<file path="src/aif_pkg.sv">
package aif_pkg;
    // Clock and sample tick
    localparam int CLK_KHZ = 10000;
    localparam int TICK_MS = 1;
    localparam int TICK_CYC = CLK_KHZ * TICK_MS;

    // Converter scaling and low-signal threshold (1 V of 10 V, 2 mA of 20 mA)
    localparam int ADC_W = 12;
    localparam int FS_CODE = 4095;
    localparam int LOW_PCT = 10;
    localparam logic [11:0] LOW_CODE = 12'(FS_CODE * LOW_PCT / 100);
    localparam int PCT_FS = 10000;
    localparam logic [17:0] CODE2PCT = 18'((PCT_FS * 65536) / FS_CODE);
    localparam logic signed [15:0] REF_MAX = 16'sh2710;

    // Filter coefficient numerator, Q16 per tick
    localparam int FLT_FW = 16;
    localparam int FLT_ONE = 65536;

    // Input modes
    localparam logic [3:0] IM_NPN = 4'h3;
    localparam logic [3:0] IM_PNP = 4'h4;
    localparam logic [3:0] IM_VOLT = 4'h6;
    localparam logic [3:0] IM_CURR = 4'h7;

    // Supervision modes
    localparam logic [1:0] SUP_OFF = 2'h0;
    localparam logic [1:0] SUP_WARN = 2'h1;
    localparam logic [1:0] SUP_RAMP = 2'h2;
    localparam logic [1:0] SUP_COAST = 2'h3;

    // Signal source numbers for the thermal-contact selector
    localparam logic [9:0] SRC_OFF = 10'h000;
    localparam logic [9:0] SRC_PROC = 10'h04d;
    localparam logic [9:0] SRC_RAW = 10'h214;

    // Register byte offsets
    localparam logic [11:0] OFS_CTRL = 12'h000;
    localparam logic [11:0] OFS_FILT = 12'h004;
    localparam logic [11:0] OFS_X1 = 12'h008;
    localparam logic [11:0] OFS_Y1 = 12'h00c;
    localparam logic [11:0] OFS_X2 = 12'h010;
    localparam logic [11:0] OFS_Y2 = 12'h014;
    localparam logic [11:0] OFS_HOLD = 12'h018;
    localparam logic [11:0] OFS_TSEL = 12'h01c;
    localparam logic [11:0] OFS_STAT = 12'h020;
    localparam logic [11:0] OFS_ISTAT = 12'h024;
    localparam logic [11:0] OFS_IMASK = 12'h028;
    localparam logic [11:0] OFS_REF = 12'h02c;

    // Reset values
    localparam logic [3:0] RST_IMODE = IM_NPN;
    localparam logic [1:0] RST_SUP = SUP_OFF;
    localparam logic [12:0] RST_TC = 13'h0000;
    localparam logic [15:0] RST_X1 = 16'h00c8;
    localparam logic [15:0] RST_Y1 = 16'h0000;
    localparam logic [15:0] RST_X2 = 16'h2648;
    localparam logic [15:0] RST_Y2 = 16'h2710;
    localparam logic [15:0] RST_HOLD = 16'h03e8;
    localparam logic [9:0] RST_TSEL = SRC_RAW;

    // Interrupt status bits
    localparam int IRQ_W = 4;
    localparam int IB_WARN = 0;
    localparam int IB_TRIP = 1;
    localparam int IB_ERR = 2;
    localparam int IB_DIG = 3;

    localparam int DIV_W = 34;

    typedef enum logic [2:0] {
        ST_RUN = 3'b000,
        ST_RAMP = 3'b001,
        ST_HOLD = 3'b010,
        ST_ERROR = 3'b011,
        ST_COAST = 3'b100
    } aif_state_t;
endpackage

</file>
<file path="src/aif_lpf.sv">
`timescale 1ns/10ps
`default_nettype none
module aif_lpf #(
    parameter int DW = 12,
    parameter int FW = 16
) (
    // Clock and reset
    input wire logic clk_sys,
    input wire logic rstn,
    // Control
    input wire logic tick,
    input wire logic bypass,
    input wire logic [FW:0] coef,
    // Data
    input wire logic [DW-1:0] x,
    output logic [DW-1:0] y
);
    logic [DW+FW-1:0] acc_r;
    logic signed [DW+FW:0] err;
    logic signed [DW+2*FW+1:0] prod;
    logic signed [DW+FW:0] sum;

    // Step moves toward x, so the sum never leaves the unsigned range
    always_comb begin
        err = signed'({1'b0, x, FW'(0)}) - signed'({1'b0, acc_r});
        prod = err * signed'({1'b0, coef});
        sum = signed'({1'b0, acc_r}) + prod[DW+2*FW:FW];
    end

    always_ff @(posedge clk_sys) begin
        if (!rstn) begin
            acc_r <= '0;
        end else if (bypass) begin
            acc_r <= {x, FW'(0)};
        end else if (tick) begin
            acc_r <= sum[DW+FW-1:0];
        end
    end

    assign y = acc_r[DW+FW-1:FW];
endmodule
`default_nettype wire

</file>
<file path="src/aif_monitor.sv">
`timescale 1ns/10ps
`default_nettype none
module aif_monitor #(
    parameter int TICK_CYCLES = aif_pkg::TICK_CYC
) (
    // Clock and reset
    input wire logic clk_sys,
    input wire logic rstn,
    // APB slave
    input wire logic psel,
    input wire logic penable,
    input wire logic pwrite,
    input wire logic [11:0] paddr,
    input wire logic [31:0] pwdata,
    output logic [31:0] prdata,
    output logic pready,
    output logic pslverr,
    // Input terminal
    input wire logic [11:0] adc_code,
    input wire logic pin_level,
    // Drive sequencing
    input wire logic start_cmd,
    input wire logic stop_done,
    output logic run_permit,
    output logic stop_ramp,
    output logic stop_coast,
    // Supervision and reference
    output logic warn,
    output logic fault,
    output logic error,
    output logic [11:0] filt_code,
    output logic signed [15:0] ref_out,
    // Digital sources
    output logic dig_proc,
    output logic dig_raw,
    output logic thermal_contact,
    // Interrupt
    output logic irq
);
    function automatic logic tc_legal(input logic [12:0] tc);
        case (tc)
            13'd0, 13'd2, 13'd4, 13'd8, 13'd16, 13'd32, 13'd64, 13'd128,
            13'd256, 13'd512, 13'd1000, 13'd2000, 13'd3000, 13'd4000,
            13'd5000: tc_legal = 1'b1;
            default: tc_legal = 1'b0;
        endcase
    endfunction

    // Coefficient is tick over tau in Q16; long constants lose resolution
    function automatic logic [16:0] tc_coef(input logic [12:0] tc);
        if (tc == 13'd0) begin
            tc_coef = 17'(aif_pkg::FLT_ONE);
        end else begin
            tc_coef = 17'(aif_pkg::FLT_ONE / int'(tc));
        end
    endfunction

    logic [3:0] imode_r;
    logic [1:0] supm_r;
    logic [12:0] tc_r;
    logic [16:0] coef_r;
    logic signed [15:0] x1_r, y1_r, x2_r, y2_r;
    logic [15:0] hold_r;
    logic [9:0] tsel_r;
    logic [aif_pkg::IRQ_W-1:0] istat_r, imask_r, ev;
    logic [31:0] rd_mux;
    logic addr_ok, wr_en;
    logic [$clog2(TICK_CYCLES)-1:0] tick_cnt_r;
    logic tick_r;
    logic analog, digital, low_now, pin_active, dig_prev_r;
    aif_pkg::aif_state_t state_r, state_nxt;
    logic [15:0] hold_cnt_r;
    logic [11:0] flt_y;

    // APB decode
    always_comb begin
        addr_ok = 1'b1;
        rd_mux = 32'h0000_0000;
        case (paddr)
            aif_pkg::OFS_CTRL: rd_mux = {26'h0, supm_r, imode_r};
            aif_pkg::OFS_FILT: rd_mux = {19'h0, tc_r};
            aif_pkg::OFS_X1: rd_mux = {{16{x1_r[15]}}, x1_r};
            aif_pkg::OFS_Y1: rd_mux = {{16{y1_r[15]}}, y1_r};
            aif_pkg::OFS_X2: rd_mux = {{16{x2_r[15]}}, x2_r};
            aif_pkg::OFS_Y2: rd_mux = {{16{y2_r[15]}}, y2_r};
            aif_pkg::OFS_HOLD: rd_mux = {16'h0, hold_r};
            aif_pkg::OFS_TSEL: rd_mux = {22'h0, tsel_r};
            aif_pkg::OFS_STAT: rd_mux = {4'h0, flt_y, 5'h0, state_r, 2'h0,
                dig_proc, dig_raw, error, fault, warn, low_now};
            aif_pkg::OFS_ISTAT: rd_mux = {28'h0, istat_r};
            aif_pkg::OFS_IMASK: rd_mux = {28'h0, imask_r};
            aif_pkg::OFS_REF: rd_mux = {{16{ref_out[15]}}, ref_out};
            default: addr_ok = 1'b0;
        endcase
    end

    assign wr_en = psel && penable && pwrite && pready && addr_ok;

    // No wait state: answer registered during setup, ready in the first access cycle
    always_ff @(posedge clk_sys) begin
        if (!rstn) begin
            pready <= 1'b0;
            pslverr <= 1'b0;
            prdata <= 32'h0000_0000;
        end else begin
            pready <= psel && !penable;
            if (psel && !penable) begin
                prdata <= pwrite ? 32'h0000_0000 : rd_mux;
                pslverr <= !addr_ok;
            end
        end
    end

    // Configuration
    always_ff @(posedge clk_sys) begin
        if (!rstn) begin
            imode_r <= aif_pkg::RST_IMODE;
            supm_r <= aif_pkg::RST_SUP;
            tc_r <= aif_pkg::RST_TC;
            coef_r <= 17'(aif_pkg::FLT_ONE);
            hold_r <= aif_pkg::RST_HOLD;
            tsel_r <= aif_pkg::RST_TSEL;
            imask_r <= '0;
        end else if (wr_en) begin
            case (paddr)
                aif_pkg::OFS_CTRL: begin
                    if (pwdata[3:0] == aif_pkg::IM_NPN ||
                        pwdata[3:0] == aif_pkg::IM_PNP ||
                        pwdata[3:0] == aif_pkg::IM_VOLT ||
                        pwdata[3:0] == aif_pkg::IM_CURR) begin
                        imode_r <= pwdata[3:0];
                    end
                    supm_r <= pwdata[5:4];
                end
                aif_pkg::OFS_FILT: begin
                    if (pwdata[31:13] == 19'h0 && tc_legal(pwdata[12:0])) begin
                        tc_r <= pwdata[12:0];
                        coef_r <= tc_coef(pwdata[12:0]);
                    end
                end
                aif_pkg::OFS_HOLD: hold_r <= pwdata[15:0];
                aif_pkg::OFS_TSEL: tsel_r <= pwdata[9:0];
                aif_pkg::OFS_IMASK: imask_r <= pwdata[aif_pkg::IRQ_W-1:0];
                default: begin
                end
            endcase
        end
    end

    // Characteristic points in 0.01 % units
    always_ff @(posedge clk_sys) begin
        if (!rstn) begin
            x1_r <= aif_pkg::RST_X1;
            y1_r <= aif_pkg::RST_Y1;
            x2_r <= aif_pkg::RST_X2;
            y2_r <= aif_pkg::RST_Y2;
        end else if (wr_en) begin
            if (paddr == aif_pkg::OFS_X1) x1_r <= pwdata[15:0];
            if (paddr == aif_pkg::OFS_Y1) y1_r <= pwdata[15:0];
            if (paddr == aif_pkg::OFS_X2) x2_r <= pwdata[15:0];
            if (paddr == aif_pkg::OFS_Y2) y2_r <= pwdata[15:0];
        end
    end

    // Sample tick
    always_ff @(posedge clk_sys) begin
        if (!rstn) begin
            tick_cnt_r <= '0;
            tick_r <= 1'b0;
        end else begin
            tick_r <= (tick_cnt_r == ($clog2(TICK_CYCLES))'(TICK_CYCLES - 1));
            if (tick_cnt_r == ($clog2(TICK_CYCLES))'(TICK_CYCLES - 1)) begin
                tick_cnt_r <= '0;
            end else begin
                tick_cnt_r <= tick_cnt_r + 1'b1;
            end
        end
    end

    aif_lpf #(
        .DW(aif_pkg::ADC_W),
        .FW(aif_pkg::FLT_FW)
    ) u_lpf (
        .clk_sys(clk_sys),
        .rstn(rstn),
        .tick(tick_r),
        .bypass(tc_r == 13'd0),
        .coef(coef_r),
        .x(adc_code),
        .y(flt_y)
    );

    assign filt_code = flt_y;
    assign analog = imode_r == aif_pkg::IM_VOLT || imode_r == aif_pkg::IM_CURR;
    assign digital = imode_r == aif_pkg::IM_NPN || imode_r == aif_pkg::IM_PNP;
    // Same code threshold serves both ranges; no enable term on purpose
    assign low_now = analog && (flt_y < aif_pkg::LOW_CODE);

    // Supervision sequence
    always_comb begin
        state_nxt = state_r;
        unique case (state_r)
            aif_pkg::ST_RUN: begin
                if (low_now && supm_r == aif_pkg::SUP_RAMP) begin
                    state_nxt = aif_pkg::ST_RAMP;
                end else if (low_now && supm_r == aif_pkg::SUP_COAST) begin
                    state_nxt = aif_pkg::ST_COAST;
                end
            end
            aif_pkg::ST_RAMP: if (stop_done) state_nxt = aif_pkg::ST_HOLD;
            aif_pkg::ST_HOLD:
                if (hold_cnt_r > hold_r) state_nxt = aif_pkg::ST_ERROR;
            aif_pkg::ST_ERROR, aif_pkg::ST_COAST:
                if (!start_cmd) state_nxt = aif_pkg::ST_RUN;
            default: state_nxt = aif_pkg::ST_RUN;
        endcase
    end

    always_ff @(posedge clk_sys) begin
        if (!rstn) begin
            state_r <= aif_pkg::ST_RUN;
            hold_cnt_r <= '0;
        end else begin
            state_r <= state_nxt;
            if (state_r != aif_pkg::ST_HOLD) begin
                hold_cnt_r <= '0;
            end else if (tick_r && hold_cnt_r != 16'hffff) begin
                hold_cnt_r <= hold_cnt_r + 1'b1;
            end
        end
    end

    // Drive and supervision outputs
    always_ff @(posedge clk_sys) begin
        if (!rstn) begin
            warn <= 1'b0;
            fault <= 1'b0;
            error <= 1'b0;
            stop_ramp <= 1'b0;
            stop_coast <= 1'b0;
            run_permit <= 1'b0;
        end else begin
            warn <= low_now && supm_r != aif_pkg::SUP_OFF;
            fault <= state_nxt != aif_pkg::ST_RUN;
            error <= state_nxt == aif_pkg::ST_ERROR;
            stop_ramp <= state_nxt == aif_pkg::ST_RAMP ||
                state_nxt == aif_pkg::ST_HOLD;
            stop_coast <= state_nxt == aif_pkg::ST_COAST;
            // Back in run only with start low, so a fresh edge is needed
            run_permit <= state_nxt == aif_pkg::ST_RUN && start_cmd;
        end
    end

    // Digital input
    assign pin_active = (imode_r == aif_pkg::IM_PNP) ? pin_level :
        !pin_level;

    always_ff @(posedge clk_sys) begin
        if (!rstn) begin
            dig_raw <= 1'b0;
            dig_prev_r <= 1'b0;
            dig_proc <= 1'b0;
            thermal_contact <= 1'b0;
        end else begin
            dig_raw <= digital && pin_active;
            if (tick_r) begin
                // Two equal ticks in a row before the processed view follows
                dig_prev_r <= digital && pin_active;
                if (dig_prev_r == (digital && pin_active)) begin
                    dig_proc <= dig_prev_r;
                end
            end
            unique case (tsel_r)
                aif_pkg::SRC_RAW: thermal_contact <= dig_raw;
                aif_pkg::SRC_PROC: thermal_contact <= dig_proc;
                default: thermal_contact <= 1'b0;
            endcase
        end
    end

    // Characteristic: serial divide once per tick, about 36 cycles
    logic [29:0] xp_prod;
    logic signed [16:0] dy, dx;
    logic signed [33:0] num;
    logic [aif_pkg::DIV_W-1:0] quo_r, num_mag;
    logic [16:0] den_mag, den_r;
    logic [17:0] rem_r, rem_sh;
    logic [5:0] div_cnt_r;
    logic div_busy_r, neg_r, den_zero_r;
    logic signed [35:0] res;

    always_comb begin
        xp_prod = 30'(flt_y) * 30'(aif_pkg::CODE2PCT);
        dy = 17'(y2_r) - 17'(y1_r);
        dx = signed'({3'b000, xp_prod[29:16]}) - 17'(x1_r);
        num = 34'(dy) * 34'(dx);
        num_mag = num[33] ? 34'(-num) : 34'(num);
        den_mag = 17'(x2_r) - 17'(x1_r);
        if (den_mag[16]) begin
            den_mag = 17'(-signed'(den_mag));
        end
        rem_sh = {rem_r[16:0], quo_r[aif_pkg::DIV_W-1]};
        res = 36'(neg_r ? -signed'({2'b00, quo_r}) : signed'({2'b00, quo_r}))
            + 36'(y1_r);
    end

    always_ff @(posedge clk_sys) begin
        if (!rstn) begin
            div_busy_r <= 1'b0;
            div_cnt_r <= '0;
            quo_r <= '0;
            rem_r <= '0;
            den_r <= '0;
            neg_r <= 1'b0;
            den_zero_r <= 1'b0;
            ref_out <= 16'sh0000;
        end else if (!div_busy_r) begin
            if (tick_r) begin
                div_busy_r <= 1'b1;
                div_cnt_r <= 6'(aif_pkg::DIV_W);
                quo_r <= num_mag;
                rem_r <= '0;
                den_r <= den_mag;
                den_zero_r <= x2_r == x1_r;
                neg_r <= num[33] ^ (x2_r < x1_r);
            end
        end else if (div_cnt_r != 6'd0) begin
            div_cnt_r <= div_cnt_r - 1'b1;
            if (rem_sh >= {1'b0, den_r}) begin
                rem_r <= rem_sh - {1'b0, den_r};
                quo_r <= {quo_r[aif_pkg::DIV_W-2:0], 1'b1};
            end else begin
                rem_r <= rem_sh;
                quo_r <= {quo_r[aif_pkg::DIV_W-2:0], 1'b0};
            end
        end else begin
            div_busy_r <= 1'b0;
            if (den_zero_r) begin
                ref_out <= y1_r;
            end else if (res > 36'(aif_pkg::REF_MAX)) begin
                ref_out <= aif_pkg::REF_MAX;
            end else if (res < -36'(aif_pkg::REF_MAX)) begin
                ref_out <= -aif_pkg::REF_MAX;
            end else begin
                ref_out <= res[15:0];
            end
        end
    end

    // Interrupts: set wins over a same-cycle write-one clear
    always_comb begin
        ev = '0;
        ev[aif_pkg::IB_WARN] = (low_now && supm_r != aif_pkg::SUP_OFF) && !warn;
        ev[aif_pkg::IB_TRIP] = !fault && state_nxt != aif_pkg::ST_RUN;
        ev[aif_pkg::IB_ERR] = !error && state_nxt == aif_pkg::ST_ERROR;
        ev[aif_pkg::IB_DIG] = tick_r && dig_prev_r == (digital && pin_active)
            && dig_prev_r != dig_proc;
    end

    always_ff @(posedge clk_sys) begin
        if (!rstn) begin
            istat_r <= '0;
            irq <= 1'b0;
        end else begin
            if (wr_en && paddr == aif_pkg::OFS_ISTAT) begin
                istat_r <= (istat_r & ~pwdata[aif_pkg::IRQ_W-1:0]) | ev;
            end else begin
                istat_r <= istat_r | ev;
            end
            irq <= |(istat_r & imask_r);
        end
    end
endmodule
`default_nettype wire

</file>
<file path="config.mk">
export PLATFORM = sky130hd
export DESIGN_NAME = aif_monitor
export DESIGN_NICKNAME = d
export VERILOG_FILES = /design/src/aif_pkg.sv /design/src/aif_lpf.sv /design/src/aif_monitor.sv
export SDC_FILE = /design/constraint.sdc
export NUM_CORES = 2
export LEC_CHECK = 0
export BUFFER_PORTS_ARGS = -buffer_cell sky130_fd_sc_hd__buf_2
export CAP_MARGIN = 20
export CORE_MARGIN = 4
export CORE_UTILIZATION = 60
export CTS_CLUSTER_SIZE = 10
export DETAILED_ROUTE_END_ITERATION = 16
export HOLD_SLACK_MARGIN = 0.08
export PLACE_DENSITY = 0.77
export SYNTH_ARGS = -nofsm -noshare
export SYNTH_HDL_FRONTEND = slang
export SYNTH_HIERARCHICAL = 1
export SYNTH_SLANG_ARGS = --single-unit
</file>
<file path="constraint.sdc">
create_clock -name clk_sys -period 120.5 [get_ports clk_sys]
set_input_delay 0 -clock clk_sys [delete_from_list [all_inputs] [get_ports clk_sys]]
set_output_delay 0 -clock clk_sys [all_outputs]
set_load 0.1 [all_outputs]
</file>
# After elaboration in Yosys (flattened, before gate mapping)
# Cells that the tools add are included.
classes:
  add_sub_neg: 13
  mul: 3
  n_div: 1
  bitwise_logic: 9
  muxes: 39
  n_reduce_logical: 63
  n_lt_le_gt_ge: 6
  eq_ne: 52
op_table:
  columns: ["operator", "count"]
  rows:
  - ["one-hot mux 32 bit (12 select lines)", 1]
  - ["2-to-1 mux 34 bit", 4]
  - ["2-to-1 mux 17 bit", 6]
  - ["2-to-1 mux 28 bit", 2]
  - ["== test 12 x 5 -> 1 bit, second input constant", 4]
  - ["== test 12 x 6 -> 1 bit, second input constant", 4]
  - ["2-to-1 mux 16 bit", 3]
  - ["multiplier 29 x 18 -> 44 bit", 1]
  - ["adder 36 x 16 -> 36 bit", 1]
  - ["greater-than comparator 36 x 15 -> 1 bit, second input constant", 1]
  - ["< comparator 36 x 15 -> 1 bit, second input constant", 1]
  - ["2-to-1 mux 36 bit", 1]
  - ["negator 34 -> 36 bit", 1]
  - ["multiplier 17 x 17 -> 34 bit", 1]
  - ["negator 34 bit", 1]
  - ["subtractor 16 x 16 -> 17 bit", 2]
  - ["divider 18 x 14 -> 32 bit, first input constant", 1]
  - ["2-to-1 mux 32 bit", 1]
  - ["multiplier 12 x 18 -> 30 bit, second input constant", 1]
  - ["subtractor 28 x 28 -> 29 bit", 1]
  - ["adder 28 bit", 1]
  - ["== test 13 x 10 -> 1 bit, second input constant", 2]
  - ["== test 13 x 12 -> 1 bit, second input constant", 2]
  - ["logical NOT 13 bit", 2]
  - ["63 further kinds", 141]
word_totals:
  output_inout_bits: 72
  word_cells: 226
  register_bits: 334
  inputBits: 64

# Logic depth before layout (Yosys ltp)
logic_depth:
  depth_word: 11
  ltp_mapped: 454
  ltp_nobuf: 410

# Hierarchy
# The synthesis kept the hierarchy.
by_module_without_submodules:
  columns: ["mod", "seq_area_each_um2", "instances", "cells_per_inst", "area_per_inst_um2"]
  rows:
  - ["aif_monitor", 6065.8, 1, 7321, 55248.0]
  - ["aif_lpf", 560.5, 1, 2257, 19453.7]

# Worst setup path before layout
# No wires, ideal clock.
synth_path:
  kind: "input -> register"
  from: "input pwdata[0]"
  to: "register coef_r[0]"
  n_path_buf: 46
  cell_stages: 435
  required_time_ns: 120.364
  arrival_time_ns: 81.270
  slack_ns: 39.094
  setup_ns: 0.136
  cell_sequence: "clkbuf_1 > clkbuf_1 > inv_1 > clkbuf_1 > clkbuf_1 > buf_1 > clkbuf_1 > ha_1 > clkbuf_1 > nor3b_1 > and3_1 > ha_1 > a21oi_1 > or3b_2 > a21oi_1 > ha_1 > o211ai_1 > and2_1 > [... 399 more ...] > inv_1 > nor3b_1 > nand3_1 > nor4_2 > o31ai_2 > buf_4 > mux2_4 > ha_1 > nor2b_1 > o21ai_0 > o21ai_0 > nor2_1 > o21ai_0 > or4_1 > nor3_1 > o211a_1 > a41o_1 > o311ai_1"
synth_via:
  elab_chain_cells: 8
  word_cells_on_any_way: 24
  classes_between: "1 x div; 14 x eq/ne; 5 x mux; 4 x reduce/logical"
synth_lines:
  columns: ["item", "line_no", "rtl"]
  rows:
  - ["start, declared", "aif_monitor.sv:14", "input wire logic [31:0] pwdata,"]
  - ["branches (longest 8 deep; another with divider 18 x 14 -> 32 bit)", null, null]
  - ["end signal, assigned", "aif_monitor.sv:120", "coef_r <= 17'(aif_pkg::FLT_ONE);"]
  - ["end signal, assigned", "aif_monitor.sv:138", "coef_r <= tc_coef(pwdata[12:0]);"]
  - ["end, declared", "aif_monitor.sv:61", "logic [16:0] coef_r;"]
# Parallel ways; which one is timed is not known. The select of a mux whose other input is x is not followed.
# A chain may end at the register's enable or synchronous reset.

# Final worst setup path
layout_path:
  from: "input pwdata[1]"
  to: "register coef_r[0]"
# The elaborated chain is that of the path after synthesis.

==> impl_results.md <==
* Synth Area in XOR/XNOR at 0.0695
* Share of cells above drive strength 1 at 0.0588
* Fmax at 11.3 MHz
* Multi-input logic area at 62200 um^2
* Final Hold Fails at 0
* Tightest Pin Transition at 1200 ps
* Post-CTS setup buffer count at 0
* Most used cell, CP: a21o_1
* Commonest register cell after synthesis: dfxtp_1
* Fillcell total at 10816
* Internal reg-to-reg setup slack at 103230 ps
* Critical-path top delay cell: a221o_1
* Reg2Reg Depth at 79
* # rows at 129
* Ports at 136
* Unrepaired setup endpoints after global routing: no
* YS warnings at 6
* FF+latch area at 6630 um^2
* CP Launch Point: pwdata[1]
* Maxcap violations at 0
* Largest family of logic cells by synthesized area: adder cells
* Mux share of post-synthesis cell area at 0.0236
* Initial Util at 0.604
* Final setup skew at 60.6 ps
* Gr usage total at 0.343
* CTS root buffer: clkbuf_16
* Vias in the first global route at 68349
* First-pass GRT wire length at 365000 um
* Routed Antenna Nets at 0
* TNS Setup at 0 ps
* Hold WC Path Type: input port to register
* Worst EP required at 120970 ps
* Critical Path Sink: coef_r[0]$_SDFFE_PN0P_
* Drt drc at 0
* CTS clk-pin slew, worst paths at 60 ps
* Routed len/inst at 20.4 um
* Total congestion overflow at 0
* Arr. time, crit path at 89070 ps
* Crit path max fanout at 28
* Drt via density at 6.19
* 1st-iter DRT viols at 6314
* Die footprint at 130000 um^2
* Synth Area in Simple Gates at 0.206
* Post-cts sizing count at 0
* Vias at 69418
* Final setup vio count at 0
* Synth Area in Compound Gates at 0.191
* Worst-Skew Late Latency at 630 ps
* Pin count of the biggest net entering global routing at 103
* Crit start category: input port
* Final Slew Violations at 0
* Syn Area/Cell at 7.80 um^2
* Area Overhead vs Synth at 5.41%
* TritonCTS clock tree: built
* Max incr delay on CP at 790 ps
* Synth cell types at 143
* Part of the cycle the worst path needs at 0.735
* Synth Area in Adders at 0.340
* Slew margin rel. at 0.193
* Hold path start: penable
* Antenna violations before repair at 12
* Cells after Synth at 9578
* Die Wd at 361 um
* Period minus WS final at 88600 ps
* RR Startpoint: u_lpf/acc_r[20]$_SDFFE_PN0P_
* Flops & latches, synth at 331
* Syn nets at 11190
* Nets@finish at 11169
* # hold bufs at CTS at 39
* EDFF count, synth at 0
* RD Place Congestion at 0.984
* Clk sinks at 331
* Async S/R FF share, synth at 0
* WL final at 229000 um
* Cts bufs inserted at 44
* Die height at 361 um
* Kind of critical path: input port to register
* H-tree Lvls at 2
* Mapped Area at 74700 um^2
* Core area at 124000 um^2
* Hpwl dp at 181000 um
* Register area share after synthesis at 0.0887
* Critical path endpoint category: register
* Status: finished clean
* Crit Reg-Reg Endpoint: quo_r[32]$_SDFFE_PN0P_
* # port buffers at 135
* Drt pass-1 iters at 7
* Clock buffer depth at 3
cell type report:
type / count / share of cell area
Sequential cell: 331 / 0.0842
Antenna cell: 7 / 0.000222
Clock buffer: 51 / 0.0148
Multi-Input combinational cell: 7668 / 0.789
Tap cell: 1637 / 0.0260
Inverter: 1212 / 0.0578
Clock inverter: 12 / 0.00151
Timing Repair Buffer: 300 / 0.0259
synthesized netlist by cell type, types with 163 or more instances:
cell type,number,area share
ha_1,745,0.12
inv_1,1209,0.061
clkbuf_1,303,0.015
nand3_1,163,0.011
fa_1,803,0.22
a21o_1,259,0.026
and2_1,285,0.024
dfxtp_1,331,0.089
o21ai_0,367,0.025
nor3_1,171,0.011
nor2_1,738,0.037
xnor2_1,398,0.047
nand2_1,1116,0.056
a21oi_1,699,0.047
xor2_1,187,0.022
state kept, by name, summed over array words and instances (netlist names), 13 cells and up:
name / cells
coef_r: 17
y1_r: 16
u_lpf/acc_r: 28
prdata: 29
quo_r: 34
tc_r: 13
tick_cnt_r: 14
x1_r: 16
hold_cnt_r: 16
hold_r: 16
rem_r: 17
ref_out: 16
den_r: 17
y2_r: 16
x2_r: 16
layout by cell type (no fill, tap or decap), types with 86 or more instances in the layout:
master and n:
a21o_1 259, xor2_1 181, a21oi_1 697, nand2_1 1116, xnor2_1 392, buf_2 135, nand2b_1 146, o21a_1 100
ha_1 744, nand3_1 163, dfxtp_1 329, inv_1 1204, and2_1 285, buf_4 121, fa_1 803, o21ai_0 367
o21bai_1 100, nor3_1 168, nor2_1 735, nor2b_1 86
layer usage:
metal / vias to the layer above / wire [um] / track usage
li1: 32351 / - / -
met1: 33595 / 96500 / 0.468
met2: 2898 / 102000 / 0.551
met3: 562 / 21800 / 0.0658
met4: 12 / 8370 / 0.110
met5: - / 84 / 0
worst max-delay path: cells and delay by family:
| kind | cells | cell delay (ps) |
|---|---|---|
| compound gates | 236 | 46990 |
| xor+xnor | 1 | 220 |
| fa+ha+maj | 31 | 9880 |
| buf+inv | 14 | 3610 |
| mux | 7 | 2120 |
| simple gates | 114 | 26100 |
worst min path at each step:
stage	depth (start not counted)	slack [ps]	to
2_1_floorplan	2	120	x2_r[13]$_SDFFE_PN1P_
3_3_place_gp	3	300	u_lpf/acc_r[25]$_SDFFE_PN0P_
3_5_place_dp	3	300	u_lpf/acc_r[25]$_SDFFE_PN0P_
4_1_cts	6	160	prdata[22]$_SDFFE_PN0P_
5_1_grt	5	110	prdata[11]$_SDFFE_PN0P_
6_report	5	50	prdata[10]$_SDFFE_PN0P_
cells by family (layout without fill, tap and decap cells):
| kind of cell | after synthesis | count (layout) |
|---|---|---|
| AND/OR/NAND/NOR | 3175 | 3175 |
| adder cells (fa/ha/maj) | 1549 | 1549 |
| multiplexers | 164 | 164 |
| other | 0 | 7 |
| XOR/XNOR | 589 | 589 |
| buffers and inverters | 1579 | 1575 |
| AO/OA/AOI/OAI | 2191 | 2191 |
| flip-flops | 331 | 331 |
through the flow:
step	area, um^2	hold slack, ps	setup slack, ps	util	cells
after floorplan	74700	124	39090	-	9578
after global placement	77000	301	35850	0.623	11103
after detailed placement	77000	304	33340	0.623	11104
after CTS	78700	163	33030	0.636	11206
after global routing	78700	109	23930	0.637	11212
final	78700	50.4	31900	0.637	11218
Power is left out: the tool's default activity adds up to more than one toggle a clock period on the data nets, which glitch-free logic cannot reach.
